$ cat src/design/hpa_pkg.sv
package hpa_pkg;
   // ==========================================================
   // Microprocessor-side register selects
   localparam logic [3:0] MP_HOLD_HI  = 4'h0;
   localparam logic [3:0] MP_HOLD_LO  = 4'h1;
   localparam logic [3:0] MP_FILE_ADR = 4'h2;
   localparam logic [3:0] MP_PORT_SEL = 4'h3;
   localparam logic [3:0] MP_CSR      = 4'h4;
   localparam logic [3:0] MP_ERR      = 4'h5;
   localparam logic [3:0] MP_EVT      = 4'h6;
   localparam logic [3:0] MP_DMA_LO   = 4'h7;
   localparam logic [3:0] MP_DMA_HI   = 4'h8;
   localparam logic [3:0] MP_VECTOR   = 4'h9;
   localparam logic [3:0] MP_IRQ      = 4'ha;
   localparam logic [3:0] MP_DRV_STAT = 4'hb;
   // ==========================================================
   // File address register fields
   localparam int FA_DIR = 6;
   localparam int FA_W   = 6;
   // ==========================================================
   // Control status register fields
   localparam int CSR_INT_EN  = 0;
   localparam int CSR_INC_INH = 1;
   localparam int CSR_GO      = 2;
   localparam int CSR_PWR_LOW = 3;
   localparam int CSR_BUSY    = 6;
   localparam int CSR_READY   = 7;
   localparam logic [7:0] CSR_RESET = 8'h00;
   localparam logic [7:0] CSR_MCLR  = 8'h80;
   // ==========================================================
   // Error and event flag bits
   localparam int ERR_TIMEOUT = 0;
   localparam int EVT_ANY_ERR = 0;
   localparam int EVT_SYS_RST = 1;
   localparam int EVT_CMD     = 2;
   localparam int EVT_MCLR    = 3;
   localparam int EVT_PWR_LOW = 4;
   localparam logic [5:0] CMD_LOC = 6'h00;
   // ==========================================================
   // Timing
   localparam int CLK_MHZ        = 200;
   localparam int FILE_ACCESS_NS = 100;
   localparam int FILE_ACCESS_CYC = FILE_ACCESS_NS * CLK_MHZ / 1000 - 1;
   localparam int XFER_TMO_NS    = 10000;
   localparam int XFER_TMO_CYC   = XFER_TMO_NS * CLK_MHZ / 1000;
   // ==========================================================
   typedef enum logic [2:0] {
      S_IDLE = 3'b000,
      S_REQ  = 3'b001,
      S_ADDR = 3'b010,
      S_STB  = 3'b011,
      S_ACKL = 3'b100,
      S_REL  = 3'b101
   } hpa_dma_e;
endpackage : hpa_pkg

$ cat src/design/hpa_adapter.sv
`timescale 1ns/100ps
// ==========================================================
// Word FIFO between the controller data path and the DMA engine
module hpa_fifo #(
   parameter int W = 16,
   parameter int D = 8
) (
   input  wire logic         clk_i,
   input  wire logic         nrst_i,
   input  wire logic         in_valid_i,
   output logic              in_ready_o,
   input  wire logic [W-1:0] in_data_i,
   output logic              out_valid_o,
   input  wire logic         out_ready_i,
   output logic [W-1:0]      out_data_o
);
   localparam int AW = $clog2(D);
   logic [W-1:0] mem [D];
   logic [AW:0]  wp;
   logic [AW:0]  rp;
   logic         push;
   logic         pop;

   assign out_valid_o = (wp != rp);
   assign in_ready_o  = (wp[AW-1:0] != rp[AW-1:0]) || (wp[AW] == rp[AW]);
   assign push        = in_valid_i && in_ready_o;
   assign pop         = out_valid_o && out_ready_i;
   assign out_data_o  = mem[rp[AW-1:0]];

   always_ff @(posedge clk_i) begin
      if (push) begin
         mem[wp[AW-1:0]] <= in_data_i;
      end
   end

   always_ff @(posedge clk_i) begin
      if (!nrst_i) begin
         wp <= '0;
         rp <= '0;
      end else begin
         if (push) begin
            wp <= wp + 1'b1;
         end
         if (pop) begin
            rp <= rp + 1'b1;
         end
      end
   end
endmodule : hpa_fifo

// Notes on behaviour
// - Drive address before word, then increment
// - Data path bound to one adapter
// - Bursts 1 to 16, release if others
// - No other requester: keep bus, burst again
// - Host interrupt and vector only from microprocessor
// - Host interrupt has software enable
// - Errors flagged; OR sets summary event
// - Async occurrences set event flags
// - Flags stay set until microprocessor clears
// - DMA counter loaded by microprocessor, hidden from host
// - Two holding bytes, 6-bit file address
// - 2-bit port select, ports 0 to 3
// - Direction 0 reads whole word into holders
// - Direction 1 writes both holders to file
// - Simultaneous file requests served in turn
// - Each file access under 100 ns
// - Byte-wide host makes file access byte-wide
// - Power-low bit plus host interrupt
// - Host power-low flags event, aborts transfer
// - Per-drive power loss status
// - Master clear flags event, resets control
module hpa_adapter
   import hpa_pkg::*;
#(
   parameter logic [1:0] PORT_ID = 2'h0,
   parameter int         FIFO_D  = 8
) (
   input  wire logic        clk_i,
   input  wire logic        nrst_i,
   input  wire logic        mp_cs_i,
   input  wire logic        mp_we_i,
   input  wire logic [3:0]  mp_addr_i,
   input  wire logic [7:0]  mp_wdata_i,
   output logic [7:0]       mp_rdata_o,
   input  wire logic        host_req_i,
   input  wire logic        host_we_i,
   input  wire logic [5:0]  host_addr_i,
   input  wire logic [15:0] host_wdata_i,
   output logic [15:0]      host_rdata_o,
   output logic             host_ack_o,
   input  wire logic        host_mclr_i,
   input  wire logic        host_sys_rst_i,
   input  wire logic        host_pwr_low_i,
   output logic             host_irq_o,
   output logic [7:0]       host_vector_o,
   input  wire logic        host_iack_i,
   input  wire logic        byte_host_i,
   input  wire logic [3:0]  burst_len_i,
   input  wire logic [3:0]  drv_pwr_loss_i,
   input  wire logic        dp_valid_i,
   output logic             dp_ready_o,
   input  wire logic [15:0] dp_data_i,
   output logic             dma_bus_req_o,
   input  wire logic        dma_grant_i,
   input  wire logic        dma_other_req_i,
   output logic [15:0]      dma_addr_o,
   output logic [15:0]      dma_data_o,
   output logic             dma_strobe_o,
   input  wire logic        dma_ack_i,
   output logic             sector_abort_o,
   output logic             pwr_low_o
);
   // ==========================================================
   // Pin synchronisers
   localparam int NS = 12;
   logic [NS-1:0] s1;
   logic [NS-1:0] s2;
   logic [2:0]    s3;
   logic host_req_s, mclr_s, sysrst_s, pwrlow_s, iack_s;
   logic grant_s, other_s, ack_s;
   logic [3:0] drv_s;

   always_ff @(posedge clk_i) begin
      if (!nrst_i) begin
         s1 <= '0;
         s2 <= '0;
         s3 <= '0;
      end else begin
         s1 <= {drv_pwr_loss_i, dma_ack_i, dma_other_req_i, dma_grant_i,
                host_iack_i, host_pwr_low_i, host_sys_rst_i, host_mclr_i,
                host_req_i};
         s2 <= s1;
         s3 <= {s2[3], s2[2], s2[1]};
      end
   end
   assign {drv_s, ack_s, other_s, grant_s, iack_s, pwrlow_s, sysrst_s,
           mclr_s, host_req_s} = s2;
   wire mclr_p   = mclr_s && !s3[0];
   wire sysrst_p = sysrst_s && !s3[1];
   wire pwrlow_p = pwrlow_s && !s3[2];

   // ==========================================================
   // Microprocessor register writes
   logic [7:0] hold_hi, hold_lo, csr, err, evt, vector;
   logic [6:0] file_adr;
   logic [1:0] port_sel;
   logic [15:0] dma_cnt;
   logic [3:0] drv_stat;
   logic irq_pend, mp_pend, host_pend, last_host, busy;
   logic dir_wr, to_err;
   wire  sel  = (port_sel == PORT_ID);
   wire  mwr  = mp_cs_i && mp_we_i && (sel || mp_addr_i == MP_PORT_SEL);
   wire  wr_ha = mwr && mp_addr_i == MP_FILE_ADR;
   wire  irq_wr = mwr && mp_addr_i == MP_IRQ;
   wire  g_mp, g_host;

   always_ff @(posedge clk_i) begin
      if (!nrst_i) begin
         port_sel <= '0;
         file_adr <= '0;
         vector   <= '0;
      end else if (mwr) begin
         case (mp_addr_i)
            MP_PORT_SEL: port_sel <= mp_wdata_i[1:0];
            MP_FILE_ADR: file_adr <= mp_wdata_i[6:0];
            MP_VECTOR:   vector   <= mp_wdata_i;
            default: ;
         endcase
      end
   end

   // ==========================================================
   // Control status register
   always_ff @(posedge clk_i) begin
      if (!nrst_i) begin
         csr <= CSR_RESET;
      end else if (mclr_p) begin
         csr <= CSR_MCLR;
      end else if (mwr && mp_addr_i == MP_CSR) begin
         csr <= mp_wdata_i;
      end
   end
   assign pwr_low_o = csr[CSR_PWR_LOW];

   // ==========================================================
   // File access arbitration: one cycle per access
   always_ff @(posedge clk_i) begin
      if (!nrst_i) begin
         mp_pend <= 1'b0;
      end else if (wr_ha) begin
         mp_pend <= 1'b1;
      end else if (g_mp) begin
         mp_pend <= 1'b0;
      end
   end

   always_ff @(posedge clk_i) begin
      if (!nrst_i) begin
         host_pend  <= 1'b0;
         host_ack_o <= 1'b0;
      end else begin
         if (g_host) begin
            host_pend  <= 1'b0;
            host_ack_o <= 1'b1;
         end else if (host_req_s && !host_ack_o && !host_pend) begin
            host_pend <= 1'b1;
         end
         if (!host_req_s) begin
            host_ack_o <= 1'b0;
         end
      end
   end

   // Priority flips after each access so neither side starves
   assign g_host = host_pend && (!mp_pend || !last_host);
   assign g_mp   = mp_pend && !g_host;

   always_ff @(posedge clk_i) begin
      if (!nrst_i) begin
         last_host <= 1'b0;
      end else if (g_host || g_mp) begin
         last_host <= g_host;
      end
   end

   logic [15:0] file [64];
   assign dir_wr = file_adr[FA_DIR];

   always_ff @(posedge clk_i) begin
      if (g_host && host_we_i) begin
         file[host_addr_i] <= host_wdata_i;
      end else if (g_mp && dir_wr) begin
         if (byte_host_i) begin
            file[file_adr[FA_W-1:0]][7:0] <= hold_lo;
         end else begin
            file[file_adr[FA_W-1:0]] <= {hold_hi, hold_lo};
         end
      end
   end

   // Host data never includes the DMA counter
   always_ff @(posedge clk_i) begin
      if (!nrst_i) begin
         host_rdata_o <= '0;
      end else if (g_host) begin
         host_rdata_o <= file[host_addr_i];
      end
   end

   always_ff @(posedge clk_i) begin
      if (!nrst_i) begin
         hold_hi <= '0;
         hold_lo <= '0;
      end else if (g_mp && !dir_wr) begin
         hold_lo <= file[file_adr[FA_W-1:0]][7:0];
         if (!byte_host_i) begin
            hold_hi <= file[file_adr[FA_W-1:0]][15:8];
         end
      end else if (mwr && mp_addr_i == MP_HOLD_HI) begin
         hold_hi <= mp_wdata_i;
      end else if (mwr && mp_addr_i == MP_HOLD_LO) begin
         hold_lo <= mp_wdata_i;
      end
   end
   assign busy = mp_pend;

   // ==========================================================
   // Error and event flags: set beats clear
   wire cmd_p = g_host && host_we_i && host_addr_i == CMD_LOC;
   wire [7:0] err_set = 8'(to_err) << ERR_TIMEOUT;
   wire [7:0] evt_set = (8'(|err) << EVT_ANY_ERR) |
                        (8'(sysrst_p) << EVT_SYS_RST) |
                        (8'(cmd_p) << EVT_CMD) |
                        (8'(mclr_p) << EVT_MCLR) |
                        (8'(pwrlow_p) << EVT_PWR_LOW);
   wire [7:0] err_clr = (mwr && mp_addr_i == MP_ERR) ? mp_wdata_i : 8'h00;
   wire [7:0] evt_clr = (mwr && mp_addr_i == MP_EVT) ? mp_wdata_i : 8'h00;

   always_ff @(posedge clk_i) begin
      if (!nrst_i) begin
         err <= '0;
         evt <= '0;
      end else begin
         err <= (err & ~err_clr) | err_set;
         evt <= (evt & ~evt_clr) | evt_set;
      end
   end

   // A transfer stops at the sector end the controller chooses
   assign sector_abort_o = evt[EVT_PWR_LOW] && csr[CSR_GO];

   always_ff @(posedge clk_i) begin
      if (!nrst_i) begin
         drv_stat <= '0;
      end else begin
         drv_stat <= (drv_stat & ~((mwr && mp_addr_i == MP_DRV_STAT) ?
                     mp_wdata_i[3:0] : 4'h0)) | drv_s;
      end
   end

   // ==========================================================
   // Host interrupt, raised only by a microprocessor write
   always_ff @(posedge clk_i) begin
      if (!nrst_i) begin
         irq_pend <= 1'b0;
      end else if (irq_wr) begin
         irq_pend <= 1'b1;
      end else if (iack_s) begin
         irq_pend <= 1'b0;
      end
   end
   assign host_irq_o    = irq_pend && csr[CSR_INT_EN];
   assign host_vector_o = vector;

   // ==========================================================
   // Microprocessor read data
   always_ff @(posedge clk_i) begin
      if (!nrst_i) begin
         mp_rdata_o <= '0;
      end else if (mp_cs_i && !mp_we_i) begin
         case (mp_addr_i)
            MP_HOLD_HI:  mp_rdata_o <= hold_hi;
            MP_HOLD_LO:  mp_rdata_o <= hold_lo;
            MP_FILE_ADR: mp_rdata_o <= {1'b0, file_adr};
            MP_PORT_SEL: mp_rdata_o <= {6'h00, port_sel};
            MP_CSR:      mp_rdata_o <= csr | (8'(busy) << CSR_BUSY);
            MP_ERR:      mp_rdata_o <= err;
            MP_EVT:      mp_rdata_o <= evt;
            MP_DMA_LO:   mp_rdata_o <= dma_cnt[7:0];
            MP_DMA_HI:   mp_rdata_o <= dma_cnt[15:8];
            MP_VECTOR:   mp_rdata_o <= vector;
            MP_DRV_STAT: mp_rdata_o <= {4'h0, drv_stat};
            default:     mp_rdata_o <= 8'h00;
         endcase
      end
   end

   // ==========================================================
   // Data path: bound to this adapter while go is set and port select equals PORT_ID
   logic        f_valid, f_pop;
   logic [15:0] f_data;
   wire         linked = csr[CSR_GO] && sel;
   logic        dp_rdy;
   assign dp_ready_o = dp_rdy && linked;

   hpa_fifo #(.W(16), .D(FIFO_D)) u_fifo (
      .clk_i       (clk_i),
      .nrst_i      (nrst_i),
      .in_valid_i  (dp_valid_i && linked),
      .in_ready_o  (dp_rdy),
      .in_data_i   (dp_data_i),
      .out_valid_o (f_valid),
      .out_ready_i (f_pop),
      .out_data_o  (f_data)
   );

   // ==========================================================
   // DMA burst engine
   hpa_dma_e st;
   logic [3:0]  bcnt;
   logic [11:0] tmo;
   wire  go = csr[CSR_GO];
   assign f_pop = (st == S_ADDR);
   assign to_err = (st == S_STB) && !ack_s && tmo == 12'(XFER_TMO_CYC);

   always_ff @(posedge clk_i) begin
      if (!nrst_i) begin
         st <= S_IDLE;
      end else begin
         case (st)
            S_IDLE: if (go && f_valid) st <= S_REQ;
            S_REQ:  if (grant_s) st <= S_ADDR;
            S_ADDR: st <= S_STB;
            S_STB: begin
               if (ack_s) begin
                  st <= S_ACKL;
               end else if (to_err) begin
                  st <= S_REL;
               end
            end
            S_ACKL: begin
               if (!ack_s) begin
                  if (!go || !f_valid || (bcnt == 4'h0 && other_s)) begin
                     st <= S_REL;
                  end else begin
                     st <= S_ADDR;
                  end
               end
            end
            S_REL:  st <= S_IDLE;
            default: st <= S_IDLE;
         endcase
      end
   end

   always_ff @(posedge clk_i) begin
      if (!nrst_i) begin
         bcnt <= '0;
      end else if (st == S_REQ && grant_s) begin
         bcnt <= burst_len_i;
      end else if (st == S_ACKL && !ack_s) begin
         bcnt <= (bcnt == 4'h0) ? burst_len_i : bcnt - 4'h1;
      end
   end

   always_ff @(posedge clk_i) begin
      if (!nrst_i) begin
         tmo <= '0;
      end else if (st == S_STB) begin
         tmo <= tmo + 12'h001;
      end else begin
         tmo <= '0;
      end
   end

   always_ff @(posedge clk_i) begin
      if (!nrst_i) begin
         dma_cnt <= '0;
      end else if (mwr && mp_addr_i == MP_DMA_LO) begin
         dma_cnt[7:0] <= mp_wdata_i;
      end else if (mwr && mp_addr_i == MP_DMA_HI) begin
         dma_cnt[15:8] <= mp_wdata_i;
      end else if (st == S_STB && ack_s && !csr[CSR_INC_INH]) begin
         dma_cnt <= dma_cnt + 16'h0001;
      end
   end

   always_ff @(posedge clk_i) begin
      if (!nrst_i) begin
         dma_data_o <= '0;
      end else if (st == S_ADDR) begin
         dma_data_o <= f_data;
      end
   end

   assign dma_addr_o    = dma_cnt;
   assign dma_strobe_o  = (st == S_STB);
   assign dma_bus_req_o = (st != S_IDLE) && (st != S_REL);

   localparam int ACC_MAX = FILE_ACCESS_CYC;
endmodule : hpa_adapter

$ cat config.mk
export PLATFORM = sky130hd
export DESIGN_NAME = hpa_adapter
export DESIGN_NICKNAME = d
export VERILOG_FILES = /design/src/design/hpa_pkg.sv /design/src/design/hpa_adapter.sv
export SDC_FILE = /design/constraint.sdc
export NUM_CORES = 2
export LEC_CHECK = 0
export BUFFER_PORTS_ARGS = -buffer_cell sky130_fd_sc_hd__buf_2
export CORE_ASPECT_RATIO = 1.25
export CORE_MARGIN = 2
export CORE_UTILIZATION = 39
export DETAILED_ROUTE_END_ITERATION = 10
export SETUP_SLACK_MARGIN = 0.1
export SLEW_MARGIN = 25
export SYNTH_ARGS = -nofsm -noshare
export SYNTH_HDL_FRONTEND = slang
export SYNTH_SLANG_ARGS = --single-unit
$ cat constraint.sdc
create_clock -name clk_i -period 2.8 [get_ports clk_i]
set_clock_uncertainty 0.1 [all_clocks]
set_input_delay 0.14 -clock clk_i [delete_from_list [all_inputs] [get_ports clk_i]]
set_output_delay 0.14 -clock clk_i [all_outputs]
set_load 0.01 [all_outputs]
==> results.md <==
Run status:
- The flow ran to the end, and the final reports show no timing, DRC or antenna violations.

Global routing:
- Across every metal layer, demand over resource in global routing totals 25.1%.
- The number of antenna violations at the first check in global routing is 13.
- The first global-routing pass estimated 285 mm of wire.
- The overall overflow remaining after global route is 0.
- The number of global-route vias before repair is 39000.
- Entering global routing, the biggest net connects 82 pins.

Setup path:
- STA classifies the critical path startpoint as an input port.
- The maximum fanout count along the critical path is 25.
- The worst setup path is captured at a register.
- The startpoint identified for the worst register-to-register timing path is last_host.
- In this run the worst setup path begins at host_addr_i[3].
- The critical path required time is 3.39 ns.
- The worst setup path category is in2reg.
- The arrival time at the worst endpoint is 3.30 ns.

Power and ir drop:
- VDD sags by at most 635 uV.
- The leakage dissipation is 0.0239 uW.
- Power spread over the standard cell area amounts to 588 nW/um2.

Place:
- The count of port buffers added during placement is 143.
- The half-perimeter wire length after placement is 141 mm.
- The total instance count after detailed placement is 6037.
- After detailed placement, the total cell area comes to 66800 um2.
- Routability-driven placement finished with a final weighted congestion of 0.949.
- Before CTS, the worst setup slack after placement is -0.128 ns.

Routing:
- In the routed layout, each cell is associated on average with a via count of 6.11.
- In this run, the number of DRC markers left after iteration 0 of detailed routing was 4728.
- In the final routed layout, each cell accounts on average for 31.5 um.
- After detailed routing, the number of remaining DRC violations is 0.
- The via count of the routed design is 39100.
- The aggregate routed wire length is 201 mm.
- The number of antenna-violating nets in the routed design is 0.
- The first-pass iteration count of the detailed router is 6.

Synthesis:
- The proportion of synthesized chip area in sequential cells is 62.8%.
- Each instance of the synthesized netlist takes up on average 16.5 um2.
- Counting every net in the synthesized netlist gives 3772.
- After synthesis the netlist holds a flip-flop and latch count of 1334.
- The gate count of the mapped netlist is 3692.
- The number of enable flip-flop cells after synthesis is 1152.
- The synthesized netlist contains 80 unique library cells.
- The netlist area before placement is 60900 um2.
- For this run, the leading register cell type out of synthesis is sky130_fd_sc_hd__edfxtp_1.
- During synthesis, Yosys emitted a total of 0 warnings.
- In the synthesized netlist the async set-or-reset flop fraction comes to 0%.

STA:
- The part of the cycle the worst path needs is 96.8%.
- The smallest clock period supported by the final layout is computed as 2.71 ns.
- The count of final hold-check violations came to 0.
- The count of pins over their slew limit is 0.
- At the pin with the least slew margin, the transition time is 1.11 ns.
- Setup repair after global routing could not meet its margin everywhere.
- The fmax is 369 MHz.
- The smallest setup slack after layout is 0.0899 ns.
- The headroom to the max-slew limit is 26.1%.
- The final count of negative-setup-slack endpoints is 0.

Layout:
- The fraction of final layout cells sized beyond drive strength 1 is 32.1%.
- In the layout the commonest cells are sky130_fd_sc_hd__edfxtp_1, sky130_fd_sc_hd__mux4_2, sky130_fd_sc_hd__buf_4.
- The number of filler cells placed in the layout is 13100.
- The most common cell after layout, fill and taps aside is sky130_fd_sc_hd__edfxtp_1.
- Compared with the post-synthesis result, the final layout area differs by 19.1%.
- The finished cells cover 72500 um2.
- The final cell count without fillers is 6390.
- For this run, the post-layout net count is 4308.

Worst hold path:
- The type of the tightest min-delay check is in2reg.
- In this run the most critical hold path is launched from dp_data_i[9].

Clock tree:
- The total clock buffers created by CTS is 135.
- The clock edge transition at the registers on the reported setup and hold paths is 0.06 ns.
- The longest clock path from root to sink contains 3 buffers.
- CTS built an H-tree with a depth of 4.
- The clock drives 1334 sinks.
- The clock latency reported for the late side of the worst-skew pair is 0.79 ns.
- The clock tree root driver cell is sky130_fd_sc_hd__clkbuf_16.
- TritonCTS built the clock tree.

Die:
- The area of the placeable core is 155000 um2.
- The top-level port count is 144.
- The initial utilization of the core area, before any placement, comes to 39.2%.
- The number of cell rows is 162.
- The die is 357 um wide.
- The die covers 159000 um2.
- Measured along the y axis, the die boundary spans 446 um.

Flow run:
- The count of maximum capacitance violations is 0.
[sequential cells by signal, indices dropped and copies added (netlist names), 12 cells and up, named ones only]
register	flops
tmo	12
dma_data_o	16
s2	12
u_fifo.mem	128
host_rdata_o	16
dma_addr_o	16
s1	12
file	1024
[worst paths after layout]
check	slack (ns)	cells past startpoint	endpoint
worst max-delay path	0.09	8	host_rdata_o[4]
worst min-delay path	0.08	2	u_fifo.mem[3][9]
worst max register to register	0.13	8	file[33][4]
worst min register to register	0.34	2	evt[5]
[final cells by class]
class / instances / area, um2 / area share [%]
Antenna cell: 3 / 7.51 / 0.0103
Clock buffer: 166 / 3680 / 5.07
Clock inverter: 80 / 846 / 1.17
Inverter: 19 / 72.6 / 0.100
Multi-Input combinational cell: 2065 / 21300 / 29.4
Sequential cell: 1334 / 38300 / 52.7
Tap cell: 2050 / 2560 / 3.54
Timing Repair Buffer: 673 / 5790 / 7.98
[cell families after synthesis]
family,count (synthesis),synth area share [%]
AO/OA/AOI/OAI,484,5.32
adder cells (fa/ha/maj),7,0.144
AND/OR/NAND/NOR,828,6.20
XOR/XNOR,26,0.374
flip-flops,1334,62.8
multiplexers,720,22.7
buffers and inverters,293,2.52
[cells in the mapped netlist (all sizes together) (6+ instances only)]
library cell / count / area, um2
a21oi: 91 / 455
buf: 157 / 1030
mux2i: 178 / 1780
and3: 16 / 100
edfxtp: 1152 / 34600
a31oi: 39 / 244
a221oi: 18 / 158
mux4: 522 / 11800
a22o: 11 / 96.3
nor2: 301 / 1130
nand2b: 18 / 115
o2111ai: 9 / 78.8
dfxtp: 182 / 3640
a22oi: 22 / 165
nand2: 246 / 923
ha: 7 / 87.6
clkbuf: 117 / 439
nor2b: 40 / 258
o31ai: 6 / 45.0
o221ai: 13 / 114
nor4: 7 / 43.8
o32ai: 8 / 70.1
nand4: 27 / 175
and2: 40 / 250
mux2: 20 / 225
o22ai: 66 / 413
o21ai: 68 / 340
xnor2: 12 / 105
nor3: 23 / 115
or3: 7 / 43.8
a211oi: 72 / 541
xor2: 14 / 123
nand3: 68 / 345
or2: 10 / 62.6
o211ai: 22 / 165
inv: 17 / 63.8
[per-layer routing]
layer	GRT usage, %	routed length (um)
met5	0	92
met4	13.5	12300
met3	4.62	17000
met2	41.3	98000
met1	31.4	74000
[power by group]
group          total (uW)  switching, uW  internal [uW]
registers           21700           59.2          21600
clock network       18600           7930          10700
logic                2340           1450            889
total               42600           9440          33200
[through the flow]
stage	power [uW]	setup TNS (ns)	hold slack, ns	utilization, %
after CTS	42800	0	0.0213	46.5
after global routing	43600	0	0.0770	46.7
after global placement	24300	-0.761	0.258	43.0
final	42600	0	0.0814	46.7
after detailed placement	24300	-0.162	0.249	43.0
after floorplan	23200	-10.68	0.139	-
[worst max-delay path: stages]
cell and delay [ns]:
sky130_fd_sc_hd__dlygate4sd3_1 0.52, sky130_fd_sc_hd__buf_2 0.43, sky130_fd_sc_hd__buf_4 0.50, sky130_fd_sc_hd__nand2_1 0.43, sky130_fd_sc_hd__a21oi_1 0.65, sky130_fd_sc_hd__a211oi_1 0.25, sky130_fd_sc_hd__buf_4 0.22, sky130_fd_sc_hd__a31oi_1 0.12
[repair_timing]
item | 4_1_cts | 5_1_grt
endpoints found under the setup margin | 21 | 390
gates resized for setup | 7 | 17
hold buffers | 93 | 0
hold endpoints to repair | 1101 | 0
gates cloned | 0 | 2
pin swaps | 0 | 2
buffers inserted | 2 | 7
Power figures use the tool's default switching activity.
